===== config.mk =====
export PLATFORM = sky130hd
export DESIGN_NAME = pcc_controller
export DESIGN_NICKNAME = d
export VERILOG_FILES = /design/src/shared/pcc_pkg.sv /design/src/shared/pcc_chan_if.sv /design/src/design/pcc_channel.sv /design/src/design/pcc_controller.sv
export SDC_FILE = /design/constraint.sdc
export NUM_CORES = 2
export LEC_CHECK = 0
export BUFFER_PORTS_ARGS = -buffer_cell sky130_fd_sc_hd__buf_2
export CELL_PAD_IN_SITES_DETAIL_PLACEMENT = 0
export CELL_PAD_IN_SITES_GLOBAL_PLACEMENT = 1
export CORE_ASPECT_RATIO = 1.75
export CORE_MARGIN = 2
export CORE_UTILIZATION = 53
export CTS_CLUSTER_SIZE = 10
export DETAILED_ROUTE_END_ITERATION = 10
export GPL_ROUTABILITY_DRIVEN = 0
export GPL_TIMING_DRIVEN = 0
export PLACE_DENSITY_LB_ADDON = 0.08
export SLEW_MARGIN = 20
export SYNTH_ARGS = -nofsm -noshare
export SYNTH_HDL_FRONTEND = slang
export SYNTH_SLANG_ARGS = --single-unit

===== constraint.sdc =====
create_clock -name clk -period 12 [get_ports clk]
set_clock_uncertainty 0.2 [all_clocks]
set_input_delay 1.2 -clock clk [delete_from_list [all_inputs] [get_ports clk]]
set_output_delay 1.2 -clock clk [all_outputs]
set_load 0.02 [all_outputs]

===== src/shared/pcc_pkg.sv =====
package pcc_pkg;
  // Channel count and bus geometry
  localparam int NCH    = 4;
  localparam int ADDR_W = 8;
  localparam int DATA_W = 32;
  localparam int FREQ_W = 32;
  localparam int DUTY_W = 16;
  localparam int ACC_W  = 26;
  localparam int PROD_W = 36;

  // Clock rate and output limits
  localparam int CLK_PERIOD_NS = 40;
  localparam int CLK_HZ        = 1_000_000_000 / CLK_PERIOD_NS;
  localparam int FREQ_MIN_HZ   = 1;
  localparam int FREQ_MAX_HZ   = 100_000;
  localparam int DUTY_FULL     = 1000;

  // Register offsets (byte addresses)
  localparam logic [ADDR_W-1:0] OFS_STATUS  = 8'h00;
  localparam logic [ADDR_W-1:0] OFS_REQUEST = 8'h04;
  localparam logic [ADDR_W-1:0] OFS_PORTSEL = 8'h08;
  localparam logic [ADDR_W-1:0] OFS_GPOUT   = 8'h0c;
  localparam logic [ADDR_W-1:0] OFS_FREQ0   = 8'h10;
  localparam logic [ADDR_W-1:0] OFS_DUTY0   = 8'h20;

  // Field positions and reset values
  localparam int REQ_START_LSB  = 0;
  localparam int REQ_ENABLE_LSB = 4;
  localparam int PWM_Y_BASE     = 4;
  localparam int GPO_W          = 16;
  localparam logic [15:0] REQ_RESET   = 16'h0000;
  localparam logic [15:0] GPO_RESET   = 16'h0000;
  localparam logic [3:0]  SEL_RESET   = 4'h0;
  localparam logic [31:0] FREQ_RESET  = 32'h0000_0000;
  localparam logic [15:0] DUTY_RESET  = 16'h0000;

  typedef enum logic {PCC_IDLE, PCC_RUN} pcc_state_t;
endpackage : pcc_pkg


===== src/shared/pcc_chan_if.sv =====
`timescale 1ns/1ps
interface pcc_chan_if;
  import pcc_pkg::*;
  logic              start_rise;
  logic              enable;
  logic [FREQ_W-1:0] freq_set;
  logic [DUTY_W-1:0] duty_set;
  logic              wave;
  logic              active;
  logic [FREQ_W-1:0] live_freq;
  logic [DUTY_W-1:0] live_duty;

  modport ctrl (output start_rise, enable, freq_set, duty_set,
                input  wave, active, live_freq, live_duty);
  modport chan (input  start_rise, enable, freq_set, duty_set,
                output wave, active, live_freq, live_duty);
endinterface : pcc_chan_if


===== src/design/pcc_channel.sv =====
`timescale 1ns/1ps
module pcc_channel
  import pcc_pkg::*;
(
  input wire logic   clk,
  input wire logic   arst_n,
  pcc_chan_if.chan   ch
);
  pcc_state_t        state_reg;
  logic [FREQ_W-1:0] live_freq_reg, pend_freq_reg;
  logic [DUTY_W-1:0] live_duty_reg, pend_duty_reg;
  logic              pend_reg;
  logic [ACC_W-1:0]  acc_reg, acc_next, step;
  logic              wave_reg, valid, wrap, high_c, flat, apply;
  logic [DUTY_W-1:0] duty_c;

  // Phase accumulator and duty compare
  always_comb begin
    valid  = (live_freq_reg >= FREQ_W'(FREQ_MIN_HZ)) &&
             (live_freq_reg <= FREQ_W'(FREQ_MAX_HZ));
    duty_c = (live_duty_reg > DUTY_W'(DUTY_FULL)) ? DUTY_W'(DUTY_FULL) : live_duty_reg;
    step   = acc_reg + live_freq_reg[ACC_W-1:0];
    wrap   = step >= ACC_W'(CLK_HZ);
    acc_next = wrap ? step - ACC_W'(CLK_HZ) : step;
    high_c = (PROD_W'(acc_reg) * PROD_W'(DUTY_FULL)) <
             (PROD_W'(CLK_HZ) * PROD_W'(duty_c));
    flat   = (duty_c == '0) || (duty_c == DUTY_W'(DUTY_FULL));
    // Pending settings land at the pulse's falling edge, at the period wrap for flat duty, at once if the live frequency is invalid
    apply  = pend_reg && (!valid || (wave_reg && !high_c) || (wrap && flat));
  end

  // Run state, live and pending settings
  always_ff @(posedge clk or negedge arst_n) begin
    if (!arst_n) begin
      state_reg     <= PCC_IDLE;
      pend_reg      <= 1'b0;
      live_freq_reg <= '0;
      live_duty_reg <= '0;
      pend_freq_reg <= '0;
      pend_duty_reg <= '0;
    end else if (!ch.enable) begin
      state_reg <= PCC_IDLE;
      pend_reg  <= 1'b0;
    end else if (ch.start_rise) begin
      case (state_reg)
        PCC_IDLE: begin
          state_reg     <= PCC_RUN;
          live_freq_reg <= ch.freq_set;
          live_duty_reg <= ch.duty_set;
        end
        default: begin
          pend_reg      <= 1'b1;
          pend_freq_reg <= ch.freq_set;
          pend_duty_reg <= ch.duty_set;
        end
      endcase
    end else if (apply) begin
      live_freq_reg <= pend_freq_reg;
      live_duty_reg <= pend_duty_reg;
      pend_reg      <= 1'b0;
    end
  end

  // Accumulator runs only while output is live
  always_ff @(posedge clk or negedge arst_n) begin
    if (!arst_n) acc_reg <= '0;
    else if (state_reg == PCC_RUN && ch.enable && valid) acc_reg <= acc_next;
    else acc_reg <= '0;
  end

  // Registered waveform, high part first
  always_ff @(posedge clk or negedge arst_n) begin
    if (!arst_n) wave_reg <= 1'b0;
    else wave_reg <= (state_reg == PCC_RUN) && ch.enable && valid && high_c;
  end

  assign ch.wave      = wave_reg;
  assign ch.active    = (state_reg == PCC_RUN) && valid;
  assign ch.live_freq = live_freq_reg;
  assign ch.live_duty = live_duty_reg;
endmodule : pcc_channel


===== src/design/pcc_controller.sv =====
`timescale 1ns/1ps
// How it works
// - Y4..Y7 carry channels 0..3 when selected
// - Status bit shows each channel output on
// - 32-bit frequency word per channel, hertz
// - 16-bit duty word, tenth-percent steps
// - Start request rising edge starts output
// - Enable request bit gates channel output
// - Start edge needs enable already set
// - Dropping enable stops the channel
// - Frequency captured on start request edge
// - New frequency applied at pulse fall, or at period wrap for flat duty
// - Duty captured on start request edge
// - New duty applied at pulse fall, or at period wrap for flat duty
// - Four independent channels
// - Valid frequency one hertz to 100 kHz
module pcc_controller
  import pcc_pkg::*;
(
  input  wire logic              clk,
  input  wire logic              arst_n,
  input  wire logic [ADDR_W-1:0] addr,
  input  wire logic [DATA_W-1:0] wdata,
  input  wire logic              wr_en,
  input  wire logic              rd_en,
  output logic      [DATA_W-1:0] rdata,
  output logic      [GPO_W-1:0]  y_out
);

  // Channel slot decode, shared by writes and reads
  function automatic logic slot_hit(input logic [ADDR_W-1:0] a,
                                    input logic [ADDR_W-1:0] base);
    slot_hit = (a[ADDR_W-1:4] == base[ADDR_W-1:4]) && (a[1:0] == 2'b00);
  endfunction : slot_hit

  logic [15:0]       req_reg;
  logic [3:0]        sel_reg;
  logic [GPO_W-1:0]  gpo_reg;
  logic [FREQ_W-1:0] freq_reg [NCH];
  logic [DUTY_W-1:0] duty_reg [NCH];
  logic [DATA_W-1:0] rdata_reg, rdata_next;
  logic [GPO_W-1:0]  y_reg, y_next;
  logic              wr_req, wr_freq, wr_duty;
  logic [1:0]        slot;
  logic [NCH-1:0]    start_rise, enable, wave, active;
  logic [FREQ_W-1:0] live_freq [NCH];
  logic [DUTY_W-1:0] live_duty [NCH];

  pcc_chan_if chan_bus [NCH] ();

  // Write decode
  assign slot    = addr[3:2];
  assign wr_req  = wr_en && (addr == OFS_REQUEST);
  assign wr_freq = wr_en && slot_hit(addr, OFS_FREQ0);
  assign wr_duty = wr_en && slot_hit(addr, OFS_DUTY0);

  // Request word: start and enable bits
  always_ff @(posedge clk or negedge arst_n) begin
    if (!arst_n) req_reg <= REQ_RESET;
    else if (wr_req) req_reg <= wdata[15:0];
  end

  // Port function select and general outputs
  always_ff @(posedge clk or negedge arst_n) begin
    if (!arst_n) begin
      sel_reg <= SEL_RESET;
      gpo_reg <= GPO_RESET;
    end else if (wr_en && addr == OFS_PORTSEL) begin
      sel_reg <= wdata[3:0];
    end else if (wr_en && addr == OFS_GPOUT) begin
      gpo_reg <= wdata[GPO_W-1:0];
    end
  end

  // Setting words, one slot per channel
  always_ff @(posedge clk or negedge arst_n) begin
    if (!arst_n) begin
      for (int i = 0; i < NCH; i++) begin
        freq_reg[i] <= FREQ_RESET;
        duty_reg[i] <= DUTY_RESET;
      end
    end else begin
      if (wr_freq) freq_reg[slot] <= wdata;
      if (wr_duty) duty_reg[slot] <= wdata[DUTY_W-1:0];
    end
  end

  // Channel engines
  for (genvar i = 0; i < NCH; i++) begin : g_ch
    // Edge is seen on the write that sets the bit
    assign start_rise[i] = wr_req && wdata[REQ_START_LSB+i] &&
                           !req_reg[REQ_START_LSB+i];
    // Old enable value: it must be set beforehand
    assign enable[i] = req_reg[REQ_ENABLE_LSB+i];

    assign chan_bus[i].start_rise = start_rise[i];
    assign chan_bus[i].enable     = enable[i];
    assign chan_bus[i].freq_set   = freq_reg[i];
    assign chan_bus[i].duty_set   = duty_reg[i];
    assign wave[i]      = chan_bus[i].wave;
    assign active[i]    = chan_bus[i].active;
    assign live_freq[i] = chan_bus[i].live_freq;
    assign live_duty[i] = chan_bus[i].live_duty;

    pcc_channel u_chan (
      .clk    (clk),
      .arst_n (arst_n),
      .ch     (chan_bus[i])
    );
  end

  // Output port mux, PWM over Y4..Y7 when selected
  always_comb begin
    y_next = gpo_reg;
    for (int i = 0; i < NCH; i++) begin
      if (sel_reg[i]) y_next[PWM_Y_BASE+i] = wave[i];
    end
  end

  always_ff @(posedge clk or negedge arst_n) begin
    if (!arst_n) y_reg <= GPO_RESET;
    else y_reg <= y_next;
  end

  // Read mux, unmapped addresses read zero
  always_comb begin
    rdata_next = '0;
    if (addr == OFS_STATUS) rdata_next[NCH-1:0] = active;
    else if (addr == OFS_REQUEST) rdata_next[15:0] = req_reg;
    else if (addr == OFS_PORTSEL) rdata_next[3:0] = sel_reg;
    else if (addr == OFS_GPOUT) rdata_next[GPO_W-1:0] = gpo_reg;
    else if (slot_hit(addr, OFS_FREQ0)) rdata_next = freq_reg[slot];
    else if (slot_hit(addr, OFS_DUTY0)) rdata_next[DUTY_W-1:0] = duty_reg[slot];
  end

  // Read data holds only in the cycle after the strobe
  always_ff @(posedge clk or negedge arst_n) begin
    if (!arst_n) rdata_reg <= '0;
    else if (rd_en) rdata_reg <= rdata_next;
    else rdata_reg <= '0;
  end

  assign rdata = rdata_reg;
  assign y_out = y_reg;

  for (genvar i = 0; i < NCH; i++) begin : g_chk

  end
endmodule : pcc_controller


# [Word-level counts from Yosys, hierarchy flattened]
# Index checks and enable logic that the tools add are counted.
[op_classes] addsub=8 n_mul=8 n_lt_le_gt_ge=22 n_eq_ne=25 muxes=88 n_bitwise=2 reduce_logical=95
[ops] operator="$mux 32" count=16
[ops] operator="$mux 16" count=26
[ops] operator="$mux 26" count=8
[ops] operator="$lt 36x36->1" count=4
[ops] operator="$mul 26x7->33 const B" count=4
[ops] operator="$bwmux 128" count=1
[ops] operator="$ge 32x1->1 const B" count=4
[ops] operator="$le 32x17->1 const B" count=4
[ops] operator="$mul 19x16->30 const A" count=4
[ops] operator="$add 26x26->26" count=4
[ops] operator="$ge 26x25->1 const B" count=4
[ops] operator="$sub 26x25->26 const B" count=4
[ops] operator="$bmux 32 s2" count=1
[ops] operator="$bwmux 64" count=1
[ops] operator="$demux 32 s2" count=1
[ops] operator="$eq 16x10->1 const B" count=4
[ops] operator="$gt 16x10->1 const B" count=4
[ops] operator="$logic_not 16->1" count=4
[ops] operator="$mux 28" count=2
[ops] operator="$logic_and 1x1->1" count=48
[ops] operator="$bmux 16 s2" count=1
[ops] operator="$demux 16 s2" count=1
[ops] operator="$mux 1" count=28
[ops] operator="$reduce_and 3->1" count=8
[ops] operator="other kinds (19)" count=62
[totals] regBits=776 input_bits=44 output_inout_bits=48 elab_cells=293

# [Depth between registers and ports, before layout]
[logic_depth] word_depth=12 mapped_depth=43 ltp_nobuf=41

# [Modules after synthesis]
# From an unflattened synthesis, not the netlist that was laid out.
[unflattened] cells_unflattened=7437 hier_area_um2=79189.7
[by_module_without_submodules] mod="pcc_channel (g_ch[0].u_chan ...)" n_inst=2 cells_per_inst=1555 area_per_inst_um2=16492.1 seq_area_each_um2=3128.0
[by_module_without_submodules] mod="pcc_channel (g_ch[3].u_chan)" n_inst=1 cells_per_inst=1856 area_per_inst_um2=17519.3 seq_area_each_um2=3128.0
[by_module_without_submodules] mod="pcc_channel (g_ch[2].u_chan)" n_inst=1 cells_per_inst=1704 area_per_inst_um2=16826.1 seq_area_each_um2=3128.0
[by_module_without_submodules] mod="pcc_controller" n_inst=1 cells_per_inst=767 area_per_inst_um2=11860.1 seq_area_each_um2=6906.6

# [Worst setup path after synthesis]
# OpenSTA, ideal clock, no wires.
[synth_path] path_type="reg2reg" from="register g_ch[2].u_chan.live_duty_reg[13]" to="register g_ch[2].u_chan.live_duty_reg[11]" setup_ns=0.123 arrival_ns=8.824 required_time_ns=11.677 slack_ns=2.853 path_stages_with_launch=38 n_path_buf=2 synth_period_minus_slack_ns=9.147 path_cell_list="dfrtp_1 -> nor4_1 -> nand2_1 -> a31oi_1 -> nand2b_1 -> inv_1 -> fa_1 -> inv_1 -> fa_1 -> fa_1 -> fa_1 -> fa_1 -> inv_1 -> fa_1 -> inv_1 -> ha_1 -> a21o_1 -> a21oi_1 -> [... 2 more ...] -> or2_2 -> a31oi_1 -> xnor2_1 -> ha_1 -> a21o_1 -> a21o_1 -> a21o_1 -> a21o_1 -> a21oi_1 -> nor2b_1 -> o21ai_0 -> o311ai_0 -> a21o_1 -> a211oi_2 -> nor2b_1 -> buf_2 -> buf_2 -> o221a_2"
[synth_via] elab_chain_len=11 word_cells_on_any_way=15 cone_classes="mul (1); order compare (2); eq/ne (1); mux (1); reduce/logical (10)"
[synth_lines] item="start, declared" line_no="pcc_channel.sv:11" rtl="logic [DUTY_W-1:0] live_duty_reg, pend_duty_reg;"
[synth_lines] item="start signal, assigned" line_no="pcc_channel.sv:49" rtl="live_duty_reg <= ch.duty_set;"
[synth_lines] item="start signal, assigned" line_no="pcc_channel.sv:59" rtl="live_duty_reg <= pend_duty_reg;"
[synth_lines] item="$gt 16x10->1" line_no="pcc_channel.sv:21" rtl="duty_c = (live_duty_reg > DUTY_W'(DUTY_FULL)) ? DUTY_W'(DUTY_FULL) : live_duty_reg;"
[synth_lines] item="$mux 16 (*)" line_no="pcc_channel.sv:21"
[synth_lines] item="$mul 19x16->30" line_no="pcc_channel.sv:26" rtl="(PROD_W'(CLK_HZ) * PROD_W'(duty_c));"
[synth_lines] item="$lt 36x36->1" line_no="pcc_channel.sv:25" rtl="high_c = (PROD_W'(acc_reg) * PROD_W'(DUTY_FULL)) <"
[synth_lines] item="$logic_not 1->1" line_no="pcc_channel.sv:29" rtl="apply = pend_reg && (!valid || (wave_reg && !high_c) || (wrap && flat));"
[synth_lines] item="$logic_and 1x1->1" line_no="pcc_channel.sv:29"
[synth_lines] item="$logic_or 1x1->1" line_no="pcc_channel.sv:29"
[synth_lines] item="$logic_or 1x1->1 (*)" line_no="pcc_channel.sv:29"
[synth_lines] item="$logic_and 1x1->1 (*)" line_no="pcc_channel.sv:29"
[synth_lines] item="$reduce_bool 2->1 (no source line) (*)"
[synth_lines] item="$reduce_and 3->1 (no source line) (*)"
# Mark *: on every way between the ends. The rest lies on a longest branch, timed or not.
# A chain may end at the register's enable or synchronous reset.

# [Final worst setup path]
[layout_path] from="register g_ch[2].u_chan.live_duty_reg[13]" to="register g_ch[2].u_chan.live_freq_reg[14]"
[layout_via] elab_chain_len=11 word_cells_on_any_way=15 cone_classes="mul (1); order compare (2); eq/ne (1); mux (1); reduce/logical (10)"
[layout_lines] item="$gt 16x10->1" line_no="pcc_channel.sv:21"
[layout_lines] item="$mux 16 (*)" line_no="pcc_channel.sv:21"
[layout_lines] item="$mul 19x16->30" line_no="pcc_channel.sv:26"
[layout_lines] item="$lt 36x36->1" line_no="pcc_channel.sv:25"
[layout_lines] item="$logic_not 1->1" line_no="pcc_channel.sv:29"
[layout_lines] item="$logic_and 1x1->1" line_no="pcc_channel.sv:29"
[layout_lines] item="$logic_or 1x1->1" line_no="pcc_channel.sv:29"
[layout_lines] item="$logic_or 1x1->1 (*)" line_no="pcc_channel.sv:29"
[layout_lines] item="$logic_and 1x1->1 (*)" line_no="pcc_channel.sv:29"
[layout_lines] item="$reduce_bool 2->1 (no source line) (*)"
[layout_lines] item="$reduce_and 3->1 (no source line) (*)"
[layout_lines] item="end signal, assigned" line_no="pcc_channel.sv:48" rtl="live_freq_reg <= ch.freq_set;"
[layout_lines] item="end signal, assigned" line_no="pcc_channel.sv:58" rtl="live_freq_reg <= pend_freq_reg;"
[layout_lines] item="end, declared" line_no="pcc_channel.sv:10" rtl="logic [FREQ_W-1:0] live_freq_reg, pend_freq_reg;"
# Marked as above.

==> impl_results.md <==
- Synth Area per Inst: 10.6 um^2
- Die Y: 509 um
- Max rail drop VDD: 102 uV
- Final Max Tran Viols: 0
- GRT Total Usage: 28.8%
- Final Hold Viols: 0
- Worst reg2reg path depth: 34
- CP Class: flop to flop
- H-tree levels: 3
- IO Count: 92
- Routed len/inst: 21.7 um
- RSZ-0062 raised after global routing: false
- Initial antenna violation count: 17
- Post-synth EDFFs: 0
- Top cells by area, synth: dfrtp_1, fa_1, ha_1
- Critical Path End Type: flop
- Vias in the first global route: 58600
- Cells after synthesis: 7297
- Cts bufs inserted: 90
- First-pass GRT wire length: 331000 um
- Reg2Reg Setup Slack: 680 ps
- Synthesized area: 0.0772 mm^2
- F_max: 88.3 MHz
- Post-CTS Setup Repair Bufs: 0
- Period utilization: 94.3%
- Clk sinks: 776
- Slew @ Worst Pin: 1100 ps
- DRT iter0 DRCs: 2662
- Netlist cell types: 104
- Routed vias/inst: 5.71
- Die width: 292 um
- Crit Reg-Reg Startpoint: g_ch[2].u_chan.ch.live_duty[13]$_DFFE_PN0P_
- Pwr/cell area: 84.7 mW/mm^2
- Leakage Power: 0.0452 uW
- Hold Slack: 98.0 ps
- Critical path's most frequent cell: fa_1
- Placed cells: 9377
- CTS resizes: 0
- Most used DFF post-synth: dfrtp_1
- Slowest cell delay on critical path: 580 ps
- Drt pass-1 iters: 5
- Clk pin slew, worst setup/hold paths: 60 ps
- Place WS: 734 ps
- Vias after detailed routing: 54200
- Synth Register Bits: 776
- Post-synth top cells: inv_1, ha_1, fa_1
- Cell taking the most area after synthesis: dfrtp_1
- Status: completed
- Hold_buf cts: 0
- CP Data Required Time: 12370 ps
- Worst EP arrival: 11700 ps
- Setup-failing EPs final: 0
- DRC errors left: 0
- Post-synthesis sequential area ratio: 25.2%
- CTS tree: built
- Port Buffers: 79
- Clk_lat worst skew: 720 ps
- Final WS setup: 678 ps
- Most numerous cell in the Yosys netlist: inv_1
- Synth warn: 0
- DRT antenna net count: 0
- RR Endpoint: g_ch[2].u_chan.ch.live_freq[14]$_DFFE_PN0P_
- Max clock buf depth: 3
- FP Rows: 185
- Layout net count: 9339
- CP max FO: 10
- Startpoint Class: flop
- Slowest-stage cell, CP: xor2_1
- Non-filler cells, final: 9494
- Synth top area share: 25.2%
- Root Driver: clkbuf_16
- Headroom to the max-slew limit: 26.5%
- Post-route minimum period: 11320 ps
- Initial Util: 53.3%
- Detailed Route WL: 206000 um
- Relative area change from synthesis to final layout: 7.84%
- Total grt overflow: 0
- Detail Placement HPWL: 175000 um
- Min-delay worst type: input port to async pin
- Fraction of layout cells with a size suffix above 1: 13.2%
- Max-Cap Viols: 0
- Core area: 0.145 mm^2
- Largest net degree at the start of global routing: 94
- Die Area: 0.149 mm^2
- Async SR Flop Fraction: 100%
==> how the worst max path moves through the flow <==
stage                                                      startpoint  slack, ps  depth (start not counted)                                     endpoint
after floorplan           g_ch[2].u_chan.ch.live_duty[13]$_DFFE_PN0P_       2850                         37  g_ch[2].u_chan.ch.live_duty[11]$_DFFE_PN0P_
after global placement                                         arst_n      -7490                          1         g_ch[0].u_chan.acc_reg[20]$_DFF_PN0_
after detailed placement  g_ch[2].u_chan.ch.live_duty[13]$_DFFE_PN0P_        730                         34  g_ch[2].u_chan.ch.live_freq[14]$_DFFE_PN0P_
after CTS                 g_ch[2].u_chan.ch.live_duty[13]$_DFFE_PN0P_        690                         34  g_ch[2].u_chan.ch.live_freq[14]$_DFFE_PN0P_
after global routing      g_ch[2].u_chan.ch.live_duty[13]$_DFFE_PN0P_        250                         34  g_ch[2].u_chan.ch.live_freq[14]$_DFFE_PN0P_
final                     g_ch[2].u_chan.ch.live_duty[13]$_DFFE_PN0P_        680                         34  g_ch[2].u_chan.ch.live_freq[14]$_DFFE_PN0P_
==> power by group <==
group / leakage (uW) / switching [uW] / total [uW] / internal (uW)
Clock: 0.00125 / 1130 / 2570 / 1450
Combinational: 0.0331 / 1020 / 1740 / 723
Sequential: 0.0108 / 75.3 / 2730 / 2660
Total: 0.0452 / 2220 / 7050 / 4830
==> routing by layer <==
layer | vias to the layer above | GRT usage (%) | part of all wire, %
li1 | 25300 | - | -
met1 | 27600 | 33.5 | 39
met2 | 921 | 54.2 | 54
met3 | 333 | 2.96 | 3.2
met4 | 6 | 11.0 | 4.3
met5 | - | 0 | 0.022
==> cell usage in the layout, fill, tap and decap left out, drive strengths merged, types with 35 or more instances in the layout <==
cell type	count
inv	995
ha	916
fa	780
dfrtp	776
mux2	612
nand2	477
nor2	329
a21oi	286
clkbuf	240
xnor2	231
o21ai	191
buf	153
a21o	136
conb	124
xor2	123
nor3	112
nand3	90
or2	67
nand2b	66
nor2b	61
nand4	52
o21a	51
mux4	48
nor4	46
and3	44
a31oi	43
and2	43
or3	40
a211oi	39
o21bai	35
mux2i	35
==> logic make-up (layout without fill, tap and decap cells) <==
group / after synthesis / in the layout / share of synthesized area (%)
adders and majority gates: 1696 / 1696 / 35.1
buffers and inverters: 1198 / 1395 / 5.94
AOI/OAI and AO/OA: 1072 / 1072 / 9.42
other: 2 / 132 / 0.00973
xor gates and xnor gates: 354 / 354 / 4.02
DFF: 776 / 776 / 25.2
and+or+nand+nor: 1504 / 1504 / 9.49
muxes: 695 / 695 / 10.9
==> metrics by stage <==
stage	power, uW	util, %	setup TNS (ps)	cell area, um^2
2_1_floorplan	3970	-	0	77600
3_3_place_gp	4470	55.5	-5644020	80400
5_1_grt	7440	57.4	0	83200
3_5_place_dp	4500	55.6	0	80600
4_1_cts	7090	57.4	0	83200
6_report	7050	57.4	0	83200
==> layout make-up <==
cell class | instances | area [um^2]
plain buffers | 208 | 867
clock buffers | 97 | 2310
fillers | 12700 | 61700
repair buffers | 88 | 653
diodes | 8 | 20.0
flip-flops and latches | 776 | 19400
clock inverters | 12 | 251
multi-input cells | 5445 | 53600
well taps | 1870 | 2340
inverters | 990 | 3720
==> worst max-delay path, delay by kind of cell, from the launching register on <==
| family | cells | cell delay [ps] |
|---|---|---|
| buffers and inverters | 6 | 940 |
| flip-flops | 1 | 380 |
| AO/OA/AOI/OAI | 12 | 3730 |
| adder cells (fa/ha/maj) | 8 | 3760 |
| XOR/XNOR | 1 | 580 |
| AND/OR/NAND/NOR | 7 | 1560 |
No activity file was read; power rests on OpenSTA's default activity.
